`src/hdl/cmr_params.svh`:
```
`ifndef CMR_PARAMS_SVH
`define CMR_PARAMS_SVH
`define CMR_ADDR_DELAY      8'hd1
`define CMR_ADDR_STRAP      8'hd2
`define CMR_ADDR_LOOP       8'hd3
`define CMR_ADDR_OFFSET     8'hd4
`define CMR_ADDR_BIAS_UV    8'hd6
`define CMR_ADDR_TRACK      8'hd7
`define CMR_ADDR_IDENT      8'hfc
`define CMR_MASK_DELAY      8'h3f
`define CMR_MASK_STRAP      8'hdf
`define CMR_MASK_LOOP       8'hb7
`define CMR_MASK_OFFSET     8'he0
`define CMR_MASK_BIAS_UV    8'h07
`define CMR_MASK_TRACK      8'hdf
`define CMR_RST_DELAY       8'h12
`define CMR_RST_FORCE_SKIP  1'h1
`define CMR_RST_FREQ        3'h3
`define CMR_RST_OFFSET      8'h80
`define CMR_RST_BIAS_UV     8'h05
`define CMR_RST_TRACK       8'h8f
`define CMR_DEVICE_ID       12'h5a5
`define CMR_REVISION        4'h0
`define CMR_OFFSET_AUTO_BIT 7
`define CMR_TRACK_GATE_BIT  4
`endif

```
`src/hdl/cmr_pkg.sv`:
```
package cmr_pkg;
    typedef enum logic [1:0] {
        CMR_INIT_type_RESET = 2'h0,
        CMR_INIT_type_LOAD  = 2'h1,
        CMR_INIT_type_RUN   = 2'h3
    } cmr_init_type;
endpackage

```
`src/hdl/cmr_top.sv`:
```
`timescale 1ns/1ps
`include "cmr_params.svh"
module cmr_top
    import cmr_pkg::*;
(
    input  wire logic        I_CLK,
    input  wire logic        I_SYS_RST,
    input  wire logic        i_wr_en,
    input  wire logic        i_rd_en,
    input  wire logic [7:0]  i_addr,
    input  wire logic [15:0] i_wdata,
    input  wire logic [7:0]  i_strap,
    input  wire logic        i_track_input_ok,
    input  wire logic        i_softstart_active,
    output logic      [15:0] o_rdata,
    output logic             o_rvalid,
    output logic      [2:0]  o_power_good_delay_sel,
    output logic      [2:0]  o_power_on_delay_sel,
    output logic             o_reference_source_ext,
    output logic             o_ramp_source_ext,
    output logic      [1:0]  o_softstart_time_sel,
    output logic             o_uv_fault_response,
    output logic             o_forced_continuous_mode,
    output logic             o_ramp_injection_en,
    output logic      [1:0]  o_ramp_resistor_sel,
    output logic      [2:0]  o_switch_freq_sel,
    output logic             o_loop_offset_auto,
    output logic      [1:0]  o_loop_offset_trim,
    output logic      [2:0]  o_bias_undervolt_level,
    output logic             o_pg_window_sel,
    output logic             o_aux_bit_output,
    output logic      [3:0]  o_track_target_sel,
    output logic             o_switch_allow
);
    cmr_init_type state_r;
    cmr_init_type state_nxt;
    logic         load;
    logic [7:0]   strap_q;
    logic [7:0]   r_delay;
    logic [7:0]   r_strap;
    logic [7:0]   r_loop;
    logic [7:0]   r_offset;
    logic [7:0]   r_bias;
    logic [7:0]   r_track;
    logic [7:0]   strap_load;
    logic [7:0]   loop_load;
    logic         wr_delay;
    logic         wr_strap;
    logic         wr_loop;
    logic         wr_offset;
    logic         wr_bias;
    logic         wr_track;
    logic [15:0]  rd_mux;
    logic [15:0]  ident;
    logic         track_ok;
    logic         conduct_forced_continuous_mode;

    genvar gi;
    generate
        for (gi = 0; gi < 8; gi = gi + 1) begin : g_strap
            cmr_sync u_sync (
                .i_clk   (I_CLK),
                .i_rst   (I_SYS_RST),
                .i_async (i_strap[gi]),
                .o_level (strap_q[gi])
            );
        end
    endgenerate

    cmr_sync u_trk (
        .i_clk   (I_CLK),
        .i_rst   (I_SYS_RST),
        .i_async (i_track_input_ok),
        .o_level (track_ok)
    );

    // Straps are loaded under reset and in the RESET and LOAD states; the last capture is in LOAD, after the synchronisers settle.
    always_comb begin
        case (state_r)
            CMR_INIT_type_RESET: state_nxt = CMR_INIT_type_LOAD;
            CMR_INIT_type_LOAD:  state_nxt = CMR_INIT_type_RUN;
            CMR_INIT_type_RUN:   state_nxt = CMR_INIT_type_RUN;
            default:             state_nxt = CMR_INIT_type_RESET;
        endcase
    end

    always_ff @(posedge I_CLK) begin
        if (I_SYS_RST) begin
            state_r <= CMR_INIT_type_RESET;
        end else begin
            state_r <= state_nxt;
        end
    end

    assign load = I_SYS_RST | (state_r != CMR_INIT_type_RUN);
    assign strap_load = {strap_q[7:6], 1'h0, `CMR_RST_FORCE_SKIP, strap_q[3:0]};
    assign loop_load = {strap_q[4], 1'h0, strap_q[1:0], 1'h0, `CMR_RST_FREQ};

    assign wr_delay  = i_wr_en & (i_addr == `CMR_ADDR_DELAY);
    assign wr_strap  = i_wr_en & (i_addr == `CMR_ADDR_STRAP);
    assign wr_loop   = i_wr_en & (i_addr == `CMR_ADDR_LOOP);
    assign wr_offset = i_wr_en & (i_addr == `CMR_ADDR_OFFSET);
    assign wr_bias   = i_wr_en & (i_addr == `CMR_ADDR_BIAS_UV);
    assign wr_track  = i_wr_en & (i_addr == `CMR_ADDR_TRACK);

    cmr_wreg u_delay (
        .i_clk      (I_CLK),
        .i_load     (I_SYS_RST),
        .i_load_val (`CMR_RST_DELAY),
        .i_wr       (wr_delay),
        .i_wdata    (i_wdata[7:0]),
        .i_mask     (`CMR_MASK_DELAY),
        .o_q        (r_delay)
    );
    cmr_wreg u_strap (
        .i_clk      (I_CLK),
        .i_load     (load),
        .i_load_val (strap_load),
        .i_wr       (wr_strap),
        .i_wdata    (i_wdata[7:0]),
        .i_mask     (`CMR_MASK_STRAP),
        .o_q        (r_strap)
    );
    cmr_wreg u_loop (
        .i_clk      (I_CLK),
        .i_load     (load),
        .i_load_val (loop_load),
        .i_wr       (wr_loop),
        .i_wdata    (i_wdata[7:0]),
        .i_mask     (`CMR_MASK_LOOP),
        .o_q        (r_loop)
    );
    cmr_wreg u_offset (
        .i_clk      (I_CLK),
        .i_load     (I_SYS_RST),
        .i_load_val (`CMR_RST_OFFSET),
        .i_wr       (wr_offset),
        .i_wdata    (i_wdata[7:0]),
        .i_mask     (`CMR_MASK_OFFSET),
        .o_q        (r_offset)
    );
    cmr_wreg u_bias (
        .i_clk      (I_CLK),
        .i_load     (I_SYS_RST),
        .i_load_val (`CMR_RST_BIAS_UV),
        .i_wr       (wr_bias),
        .i_wdata    (i_wdata[7:0]),
        .i_mask     (`CMR_MASK_BIAS_UV),
        .o_q        (r_bias)
    );
    cmr_wreg u_track (
        .i_clk      (I_CLK),
        .i_load     (I_SYS_RST),
        .i_load_val (`CMR_RST_TRACK),
        .i_wr       (wr_track),
        .i_wdata    (i_wdata[7:0]),
        .i_mask     (`CMR_MASK_TRACK),
        .o_q        (r_track)
    );

    assign ident = {`CMR_DEVICE_ID, `CMR_REVISION};

    always_comb begin
        case (i_addr)
            `CMR_ADDR_DELAY:   rd_mux = {8'h00, r_delay};
            `CMR_ADDR_STRAP:   rd_mux = {8'h00, r_strap};
            `CMR_ADDR_LOOP:    rd_mux = {8'h00, r_loop};
            `CMR_ADDR_OFFSET:  rd_mux = {8'h00, r_offset};
            `CMR_ADDR_BIAS_UV: rd_mux = {8'h00, r_bias};
            `CMR_ADDR_TRACK:   rd_mux = {8'h00, r_track};
            `CMR_ADDR_IDENT:   rd_mux = ident;
            default:           rd_mux = 16'h0000;
        endcase
    end

    assign conduct_forced_continuous_mode = r_strap[0] & ~(r_strap[4] & i_softstart_active);

    always_ff @(posedge I_CLK) begin
        if (I_SYS_RST) begin
            o_rdata  <= 16'h0000;
            o_rvalid <= 1'h0;
        end else begin
            o_rdata  <= i_rd_en ? rd_mux : 16'h0000;
            o_rvalid <= i_rd_en;
        end
    end

    // Outputs are a register copy, so field changes appear one cycle after a write.
    always_ff @(posedge I_CLK) begin
        o_power_good_delay_sel   <= r_delay[5:3];
        o_power_on_delay_sel     <= r_delay[2:0];
        o_reference_source_ext   <= r_strap[7];
        o_ramp_source_ext        <= r_strap[6];
        o_softstart_time_sel     <= r_strap[3:2];
        o_uv_fault_response      <= r_strap[1];
        o_forced_continuous_mode <= conduct_forced_continuous_mode;
        o_ramp_injection_en      <= r_loop[7];
        o_ramp_resistor_sel      <= r_loop[5:4];
        o_switch_freq_sel        <= r_loop[2:0];
        o_loop_offset_auto       <= r_offset[`CMR_OFFSET_AUTO_BIT];
        o_loop_offset_trim       <= r_offset[`CMR_OFFSET_AUTO_BIT] ? 2'h0 : r_offset[6:5];
        o_bias_undervolt_level   <= r_bias[2:0];
        o_pg_window_sel          <= r_track[7];
        o_aux_bit_output         <= r_track[6];
        o_track_target_sel       <= r_track[3:0];
        o_switch_allow           <= r_track[`CMR_TRACK_GATE_BIT] | track_ok;
    end
endmodule

```
`src/hdl/cmr_sync.sv`:
```
`timescale 1ns/1ps
module cmr_sync (
    input  wire logic i_clk,
    input  wire logic i_rst,
    input  wire logic i_async,
    output logic      o_level
);
    logic s1_r;
    logic s2_r;
    logic s3_r;
    // The chain keeps sampling under reset, so the strap level is settled
    // by the time the load window after reset captures it.
    always_ff @(posedge i_clk) begin
        s1_r <= i_async;
        s2_r <= s1_r;
        s3_r <= s2_r;
        if (s2_r == s3_r) begin
            o_level <= s3_r;
        end
    end
endmodule

```
`src/hdl/cmr_wreg.sv`:
```
`timescale 1ns/1ps
`include "cmr_params.svh"
module cmr_wreg (
    input  wire logic       i_clk,
    input  wire logic       i_load,
    input  wire logic [7:0] i_load_val,
    input  wire logic       i_wr,
    input  wire logic [7:0] i_wdata,
    input  wire logic [7:0] i_mask,
    output logic      [7:0] o_q
);
    logic [7:0] q_nxt;
    assign q_nxt = i_load ? (i_load_val & i_mask) :
                   i_wr ? ((i_wdata & i_mask) | (o_q & ~i_mask)) : o_q;
    always_ff @(posedge i_clk) begin
        o_q <= q_nxt & i_mask;
    end
endmodule

```
`config.mk`:
```
export PLATFORM = sky130hd
export DESIGN_NAME = cmr_top
export DESIGN_NICKNAME = d
export VERILOG_FILES = /design/src/hdl/cmr_pkg.sv /design/src/hdl/cmr_top.sv /design/src/hdl/cmr_sync.sv /design/src/hdl/cmr_wreg.sv
export VERILOG_INCLUDE_DIRS = /design/src /design/src/hdl
export SDC_FILE = /design/constraint.sdc
export NUM_CORES = 1
export LEC_CHECK = 0
export BUFFER_PORTS_ARGS = -buffer_cell sky130_fd_sc_hd__buf_2
export CORE_MARGIN = 4
export CORE_UTILIZATION = 45
export DETAILED_ROUTE_END_ITERATION = 10
export PLACE_DENSITY = 0.66
export SETUP_SLACK_MARGIN = 0.5
export SYNTH_ARGS = -nofsm -noshare
export SYNTH_HDL_FRONTEND = slang
export SYNTH_HIERARCHICAL = 1
export SYNTH_SLANG_ARGS = --single-unit
```
`constraint.sdc`:
```
create_clock -name I_CLK -period 3.9 [get_ports I_CLK]
set_input_delay 0.39 -clock I_CLK [delete_from_list [all_inputs] [get_ports I_CLK]]
set_output_delay 0.39 -clock I_CLK [all_outputs]
set_load 0.02 [all_outputs]
```
==> results of run 1 <==
cell type report:
| cell class | count | area (µm²) |
|---|---|---|
| clock buffers | 21 | 449 |
| clock inverters | 11 | 169 |
| fillers | 918 | 4420 |
| inverters | 3 | 11.3 |
| multi-input cells | 337 | 2610 |
| flip-flops and latches | 123 | 2540 |
| well taps | 140 | 175 |
| repair buffers | 89 | 508 |
worst register-to-register path, delay by kind of cell (launching register included):
kind | cells | cell delay [ns]
flip-flops | 1 | 0.29
AO/OA/AOI/OAI | 1 | 0.12
AND/OR/NAND/NOR | 3 | 1.01
buffers and inverters | 1 | 0.06
repair_timing:
item / in CTS / in global routing
setup endpoints to repair: 0 / 0
setup buffers: 0 / 0
hold buffers: 8 / 0
endpoints found under the hold margin: 8 / 0
placed cells by master (no fill, tap or decap), drive strengths merged, types with 4 or more instances in the layout:
| cell type | instances |
|---|---|
| o21ai | 4 |
| nor2 | 12 |
| nand3 | 5 |
| mux2i | 9 |
| dfxtp | 115 |
| dlygate4sd3 | 8 |
| bufinv | 4 |
| clkinv | 6 |
| or2b | 48 |
| o211a | 48 |
| a21oi | 10 |
| edfxtp | 8 |
| mux2 | 53 |
| nand2b | 4 |
| nand2 | 9 |
| buf | 81 |
| clkbuf | 21 |
| nor3 | 7 |
| xnor2 | 8 |
| conb | 91 |
| nor2b | 4 |
how the worst max path moves through the flow:
stage,start,to,cells past startpoint
5_1_grt,i_addr[6],u_offset/o_q[5]$_DFF_P_,8
3_3_place_gp,i_addr[6],u_offset/o_q[5]$_DFF_P_,8
3_5_place_dp,i_addr[6],u_offset/o_q[7]$_DFF_P_,8
4_1_cts,i_addr[6],u_offset/o_q[7]$_DFF_P_,8
6_report,i_addr[6],u_offset/o_q[7]$_DFF_P_,8
2_1_floorplan,i_addr[6],u_delay/o_q[0]$_DFF_P_,7
stage by stage:
stage,cell area [µm²],hold WS (ns)
after floorplan,5380,0.310
after global placement,5770,0.311
after detailed placement,5770,0.312
after CTS,6470,0.0276
after global routing,6470,0.0488
final,6470,0.0568
report_power, final:
group,total (mW),switching (mW),internal [mW]
Sequential,1.39,0.0426,1.35
Clock,1.62,0.554,1.07
Combinational,0.289,0.145,0.144
Total,3.31,0.741,2.57
logic make-up (layout without fill, tap and decap cells):
group	count (synthesis)	after routing	synth area share, %
XOR/XNOR	8	8	1.39
multiplexers	63	63	17.6
AO/OA/AOI/OAI	79	79	13.9
flip-flops	123	123	50.3
buffers and inverters	29	124	4.51
other	2	91	0.149
AND/OR/NAND/NOR	96	96	12.0
routing by layer:
metal | up-vias | wire length [µm] | part of all wire, %
li1 | 1675 | - | -
met1 | 1549 | 4940 | 46
met2 | 103 | 4960 | 46
met3 | 18 | 691 | 6.4
met4 | 0 | 213 | 2.0
met5 | - | 0 | 0
registers in the layout, summed over array words and instances (netlist names), 2 cells and up:
register / flops
u_strap/o_q: 8
g_strap.u_sync/o_level: 7
o_loop_offset_trim: 2
o_softstart_time_sel: 2
u_delay/o_q: 8
o_bias_undervolt_level: 3
u_track/o_q: 8
o_power_on_delay_sel: 3
u_bias/o_q: 8
state_r: 2
u_loop/o_q: 8
o_ramp_resistor_sel: 2
o_rdata: 9
o_switch_freq_sel: 3
g_strap.u_sync/s3_r: 7
u_offset/o_q: 8
g_strap.u_sync/s2_r: 7
o_track_target_sel: 4
o_power_good_delay_sel: 3
g_strap.u_sync/s1_r: 7
==> flow_metrics.py, run 1 <==
metrics = {
    "finish": {
        "final_nets": 609,
        "fin_util_pct": 59.4,
        "stdcell_count": 724,
        "insertedDiodeCount": 0,
        "area_delta_synth_final_pct": 28.1,
        "layout-drive-gt1-share_pct": 29.3,
    },
    "worst_setup_path": {
        "path_delay_family": "simple AND/OR/NAND/NOR gates",
        "cp-start-kind": "input pin",
        "endpoint_kind": "flip-flop",
        "r2r_setup_slack_ns": 2.30,
        "cp_slowest_cell": "nor3_1",
        "crit_path_cell_trace": "buf_2 -> nand3_1 -> nor3_2 -> nand2_1 -> nor3_1 -> buf_4 -> mux2_4 -> o211a_1",
        "path_class": "input pin to flip-flop",
        "rr_worst_depth": 5,
        "crit_required_ns": 4.32,
        "r2r-end": "u_loop/o_q[5]$_DFF_P_",
        "r2r_start": "state_r[0]$_SDFF_PP0_",
        "crit_arrival_ns": 2.51,
        "worst-path-buf-inv": 2,
        "path_max_fanout": 5,
        "cp_slowest_stage_delay_ns": 0.58,
    },
    "floorplan": {
        "io_pins": 86,
        "rows": 38,
        "initial_core_util_pct": 46.4,
        "fp.coreArea_um2": 10900,
        "die_area_um2": 13000,
        "die_w_um": 114,
        "die_h_um": 114,
    },
    "clock_tree": {
        "htree_num_levels": 4,
        "cts_root_buf": "clkbuf_8",
        "clock_sinks": 123,
        "cts_resized": 0,
        "clkLatencyLatePin_ns": 0.53,
        "cts_buffers": 17,
        "clockBufferDepth": 2,
        "cts_tree": "yes",
        "clk_pin_slew_ns": 0.06,
    },
    "synth": {
        "synthTopCellsByCount": "dfxtp_1, mux2_4, o211a_1, or2b_1, nor2_1",
        "synth_cells": 400,
        "synth_ff_type": "dfxtp_1",
        "ys_seq_elements": 123,
        "syn_area_um2": 5050,
        "post-synth-top-count-cell": "dfxtp_1",
        "yosys_warnings": 6,
        "synth_top_area_share_pct": 45.6,
        "syn_avg_cell_area_um2": 12.6,
        "synth_edf_count": 8,
        "netlist_top_cells_area": "dfxtp_1, mux2_4, o211a_1",
        "postSynth.asyncResetShare_pct": 0,
        "synth_cell_types": 41,
        "ys_seq_area_share_pct": 50.3,
        "yosysTopAreaCell": "dfxtp_1",
    },
    "sta": {
        "final_hold_viol_count": 0,
        "finalClockSkew_ns": 0.00918,
        "clock.fmax_mhz": 477,
        "timing.slew.headroom_pct": 39.1,
        "rsz0062_at_grt": "no",
        "finalCritPeriodShare_pct": 53.8,
        "setup_ws_ns": 1.80,
        "slew_viol_final": 0,
        "period_needed_ns": 2.10,
        "worst_slew_pin_slew_ns": 0.911,
        "tns_ns": 0,
        "finalSetupViolations": 0,
    },
    "placement": {
        "gp_congestion": 0.835,
        "hpwl_mm": 7.34,
        "io_buffer_count": 72,
        "dp_slack_ns": 1.29,
        "dp_cells": 684,
    },
    "run": {
        "drv_cap": 0,
    },
    "route": {
        "wire_per_inst_um": 14.9,
        "drtAntennaViolNets": 0,
        "vias": 3345,
        "drc_errors": 0,
        "routed_wl_mm": 10.8,
        "first_pass_iters": 5,
        "viasPerCell": 4.62,
        "first_iter_violations": 179,
    },
    "global_route": {
        "grt_use_total_pct": 17.6,
        "grtUsageMet3_pct": 6.95,
        "grt_pass1_wl_mm": 17.2,
        "antenna_found_initial": 0,
        "grt_busiest_layer": "met2",
        "grt_pass1_vias": 3298,
        "met2_usage_pct": 27.0,
        "met1_usage_pct": 22.2,
        "overflow": 0,
        "grt_max_degree": 67,
    },
    "power_and_ir_drop": {
        "power_mw": 3.31,
        "p_leak_nw": 3.30,
        "pwr_density_cell_nw_per_um2": 511,
        "vdd_drop_max_v": 0.000431,
    },
    "hold_path": {
        "min_from": "i_softstart_active",
        "hold_class": "input pin to flip-flop",
        "hold-path-cell-count": 2,
        "whs_endpoint": "o_forced_continuous_mode$_DFF_P_",
    },
    "status": {
        "status": "complete, no violations",
    },
}
Note: power is estimated with default switching activity, not from simulation.
==> run 2: changes to the inputs <==
- PLACE_DENSITY: 0.66 -> 0.69
- clock period: 3.9 -> 1.9 ns (I/O delays scaled with it)
==> run 2 against run 1 <==
Clock skew down 0.0037 ns. Global-route usage down 0.22 points. Critical path depth down 1. Die area unchanged. Non-clock buffer count up 15. Sequential power up 110%. Routed wire length up 0.14%. Utilization up 1.1 points. Final cell count up 2.1%. Worst hold slack better by 0.020 ns. Setup slack worse by 1.3 ns. Highest routed layer is now met5.
==> flow_metrics.py, run 2 (synthesized netlist as in run 1, its figures left out) <==
metrics = {
    "sta": {
        "finalCritPeriodShare_pct": 71.3,
        "rsz0062_at_grt": "yes",
        "tns_ns": 0,
        "final_hold_viol_count": 0,
        "fin_hold_ws_ns": 0.0765,
        "finalClockSkew_ns": 0.00549,
        "clock.fmax_mhz": 738,
        "slew_viol_final": 0,
        "period_needed_ns": 1.36,
        "finalSetupViolations": 0,
    },
    "finish": {
        "stdcell_count": 739,
        "fin_util_pct": 60.5,
        "layout_common_cells": "dfxtp_1, conb_1, buf_2",
        "insertedDiodeCount": 0,
        "final_nets": 624,
        "layout-drive-gt1-share_pct": 31.6,
        "final_area_um2": 6590,
        "final_common_cell": "dfxtp_1",
        "max_flop_register": "o_rdata",
        "largest_register_ffs": 9,
        "area_delta_synth_final_pct": 30.5,
    },
    "floorplan": {
        "die_w_um": 114,
        "rows": 38,
        "die_h_um": 114,
        "die_area_um2": 13000,
        "initial_core_util_pct": 46.4,
        "fp.coreArea_um2": 10900,
        "io_pins": 86,
    },
    "route": {
        "drc_errors": 0,
        "wire_per_inst_um": 14.6,
        "vias": 3430,
        "viasPerCell": 4.64,
        "routed_wl_mm": 10.8,
        "first_iter_violations": 162,
        "drtAntennaViolNets": 0,
        "first_pass_iters": 4,
    },
    "power_and_ir_drop": {
        "sw_frac_of_total_pct": 25.0,
        "net-switching-power_mw": 1.62,
        "p_leak_nw": 3.36,
        "internal-power_mw": 4.85,
        "p_seq_share_pct": 44.3,
        "pwr-share-clk_pct": 46.0,
        "pwr_density_cell_nw_per_um2": 981,
        "power.share.combinational_pct": 9.7,
        "vdd_drop_max_v": 0.000714,
    },
    "worst_setup_path": {
        "path_max_fanout": 17,
        "cp-start-kind": "input pin",
        "r2r-end": "o_rdata[1]$_SDFF_PP0_",
        "rr_worst_depth": 4,
        "path_class": "input pin to flip-flop",
        "endpoint_kind": "flip-flop",
        "cp_slowest_stage_delay_ns": 0.53,
        "crit_end": "o_rdata[5]$_SDFF_PP0_",
        "crit_required_ns": 2.32,
        "r2r_start": "u_loop/o_q[1]$_DFF_P_",
        "crit_path_cell_trace": "dlygate4sd3_1 -> buf_2 -> buf_4 -> nand2b_1 -> inv_1 -> o311ai_4 -> a211oi_1",
        "crit_arrival_ns": 1.77,
        "cp_slowest_cell": "dlygate4sd3_1",
        "r2r_setup_slack_ns": 0.67,
        "crit_start": "I_SYS_RST",
    },
    "placement": {
        "gp_congestion": 0.870,
        "dp_cells": 695,
        "placed_cell_area_um2": 5890,
        "hpwl_mm": 7.74,
        "io_buffer_count": 72,
    },
    "run": {
        "drv_cap": 0,
    },
    "global_route": {
        "overflow": 0,
        "grt_pass1_vias": 3406,
        "grt_use_total_pct": 17.4,
        "antenna_found_initial": 1,
        "grt_pass1_wl_mm": 17.4,
        "grt_max_degree": 32,
    },
    "hold_path": {
        "hold_class": "input pin to flip-flop",
    },
    "clock_tree": {
        "clk_pin_slew_ns": 0.06,
        "cts_tree": "yes",
        "cts_setup_buffers": 0,
        "htree_num_levels": 4,
        "cts_root_buf": "clkbuf_8",
        "cts_buffers": 17,
        "clockBufferDepth": 2,
        "clock_sinks": 123,
        "clkLatencyLatePin_ns": 0.51,
    },
    "status": {
        "status": "complete, no violations",
    },
}
[run 2: changes by cell type in the layout (fill, tap and decap cells not counted), moves of 2 or more]
| cell | before | now |
|---|---|---|
| buf_4 | 9 | 19 |
| bufinv_16 | 4 | 1 |
| clkbuf_1 | 2 | 0 |
| clkbuf_8 | 3 | 1 |
| clkinv_1 | 0 | 2 |
| clkinv_2 | 3 | 1 |
| dlygate4sd3_1 | 8 | 12 |
| inv_6 | 0 | 4 |
| inv_8 | 0 | 2 |
| nor3_1 | 6 | 2 |
| nor3_2 | 1 | 3 |
| nor3_4 | 0 | 2 |
[run 2: layout make-up]
type,instances,area [µm²]
repair buffers,104,634
multi-input cells,337,2670
fillers,869,4300
flip-flops and latches,123,2540
inverters,3,11.3
well taps,140,175
clock inverters,15,141
clock buffers,17,414
[run 2: worst max-delay path, delay by kind of cell]
family,cells,cell delay (ns)
buffers and inverters,4,1.01
AOI/OAI and AO/OA,2,0.39
and+or+nand+nor,1,0.18
[run 2: routing by layer]
layer	global-route usage, %	part of all wire (%)
met1	23.0	45
met2	26.7	45
met3	5.41	7.9
met4	7.05	2.0
met5	0	0.065
[run 2: power groups by stage]
stage,clock (mW),sequential [mW],combinational [mW]
finish,2.97,2.86,0.626
global route,3.16,2.88,0.680
CTS,3.03,2.86,0.617
detailed placement,0,2.92,0.595
global placement,0,2.91,0.581
floorplan,0,2.95,0.372
[run 2: worst min path at each step]
| stage | start | to | slack, ns | cells after the start |
|---|---|---|---|---|
| finish | i_addr[4] | o_rdata[4]$_SDFF_PP0_ | 0.08 | 4 |
| detailed placement | i_strap[6] | g_strap[6].u_sync/s1_r$_DFF_P_ | 0.29 | 1 |
| floorplan | i_strap[0] | g_strap[0].u_sync/s1_r$_DFF_P_ | 0.22 | 0 |
| CTS | i_addr[4] | o_rdata[4]$_SDFF_PP0_ | 0.06 | 4 |
| global placement | i_track_input_ok | u_trk/s1_r$_DFF_P_ | 0.29 | 1 |
| global route | i_addr[4] | o_rdata[6]$_SDFF_PP0_ | 0.09 | 4 |
[run 2: stage by stage]
stage | power, mW | setup WS (ns)
2_1_floorplan | 3.32 | 0.284
3_3_place_gp | 3.49 | 0.0773
3_5_place_dp | 3.51 | 0.0512
4_1_cts | 6.51 | 0.539
5_1_grt | 6.72 | 0.497
6_report | 6.46 | 0.545
[run 2: timing repair]
item,4_1_cts,5_1_grt
hold buffers,12,0
setup endpoints to repair,0,5
gates resized for setup,0,4
endpoints found under the hold margin,12,0
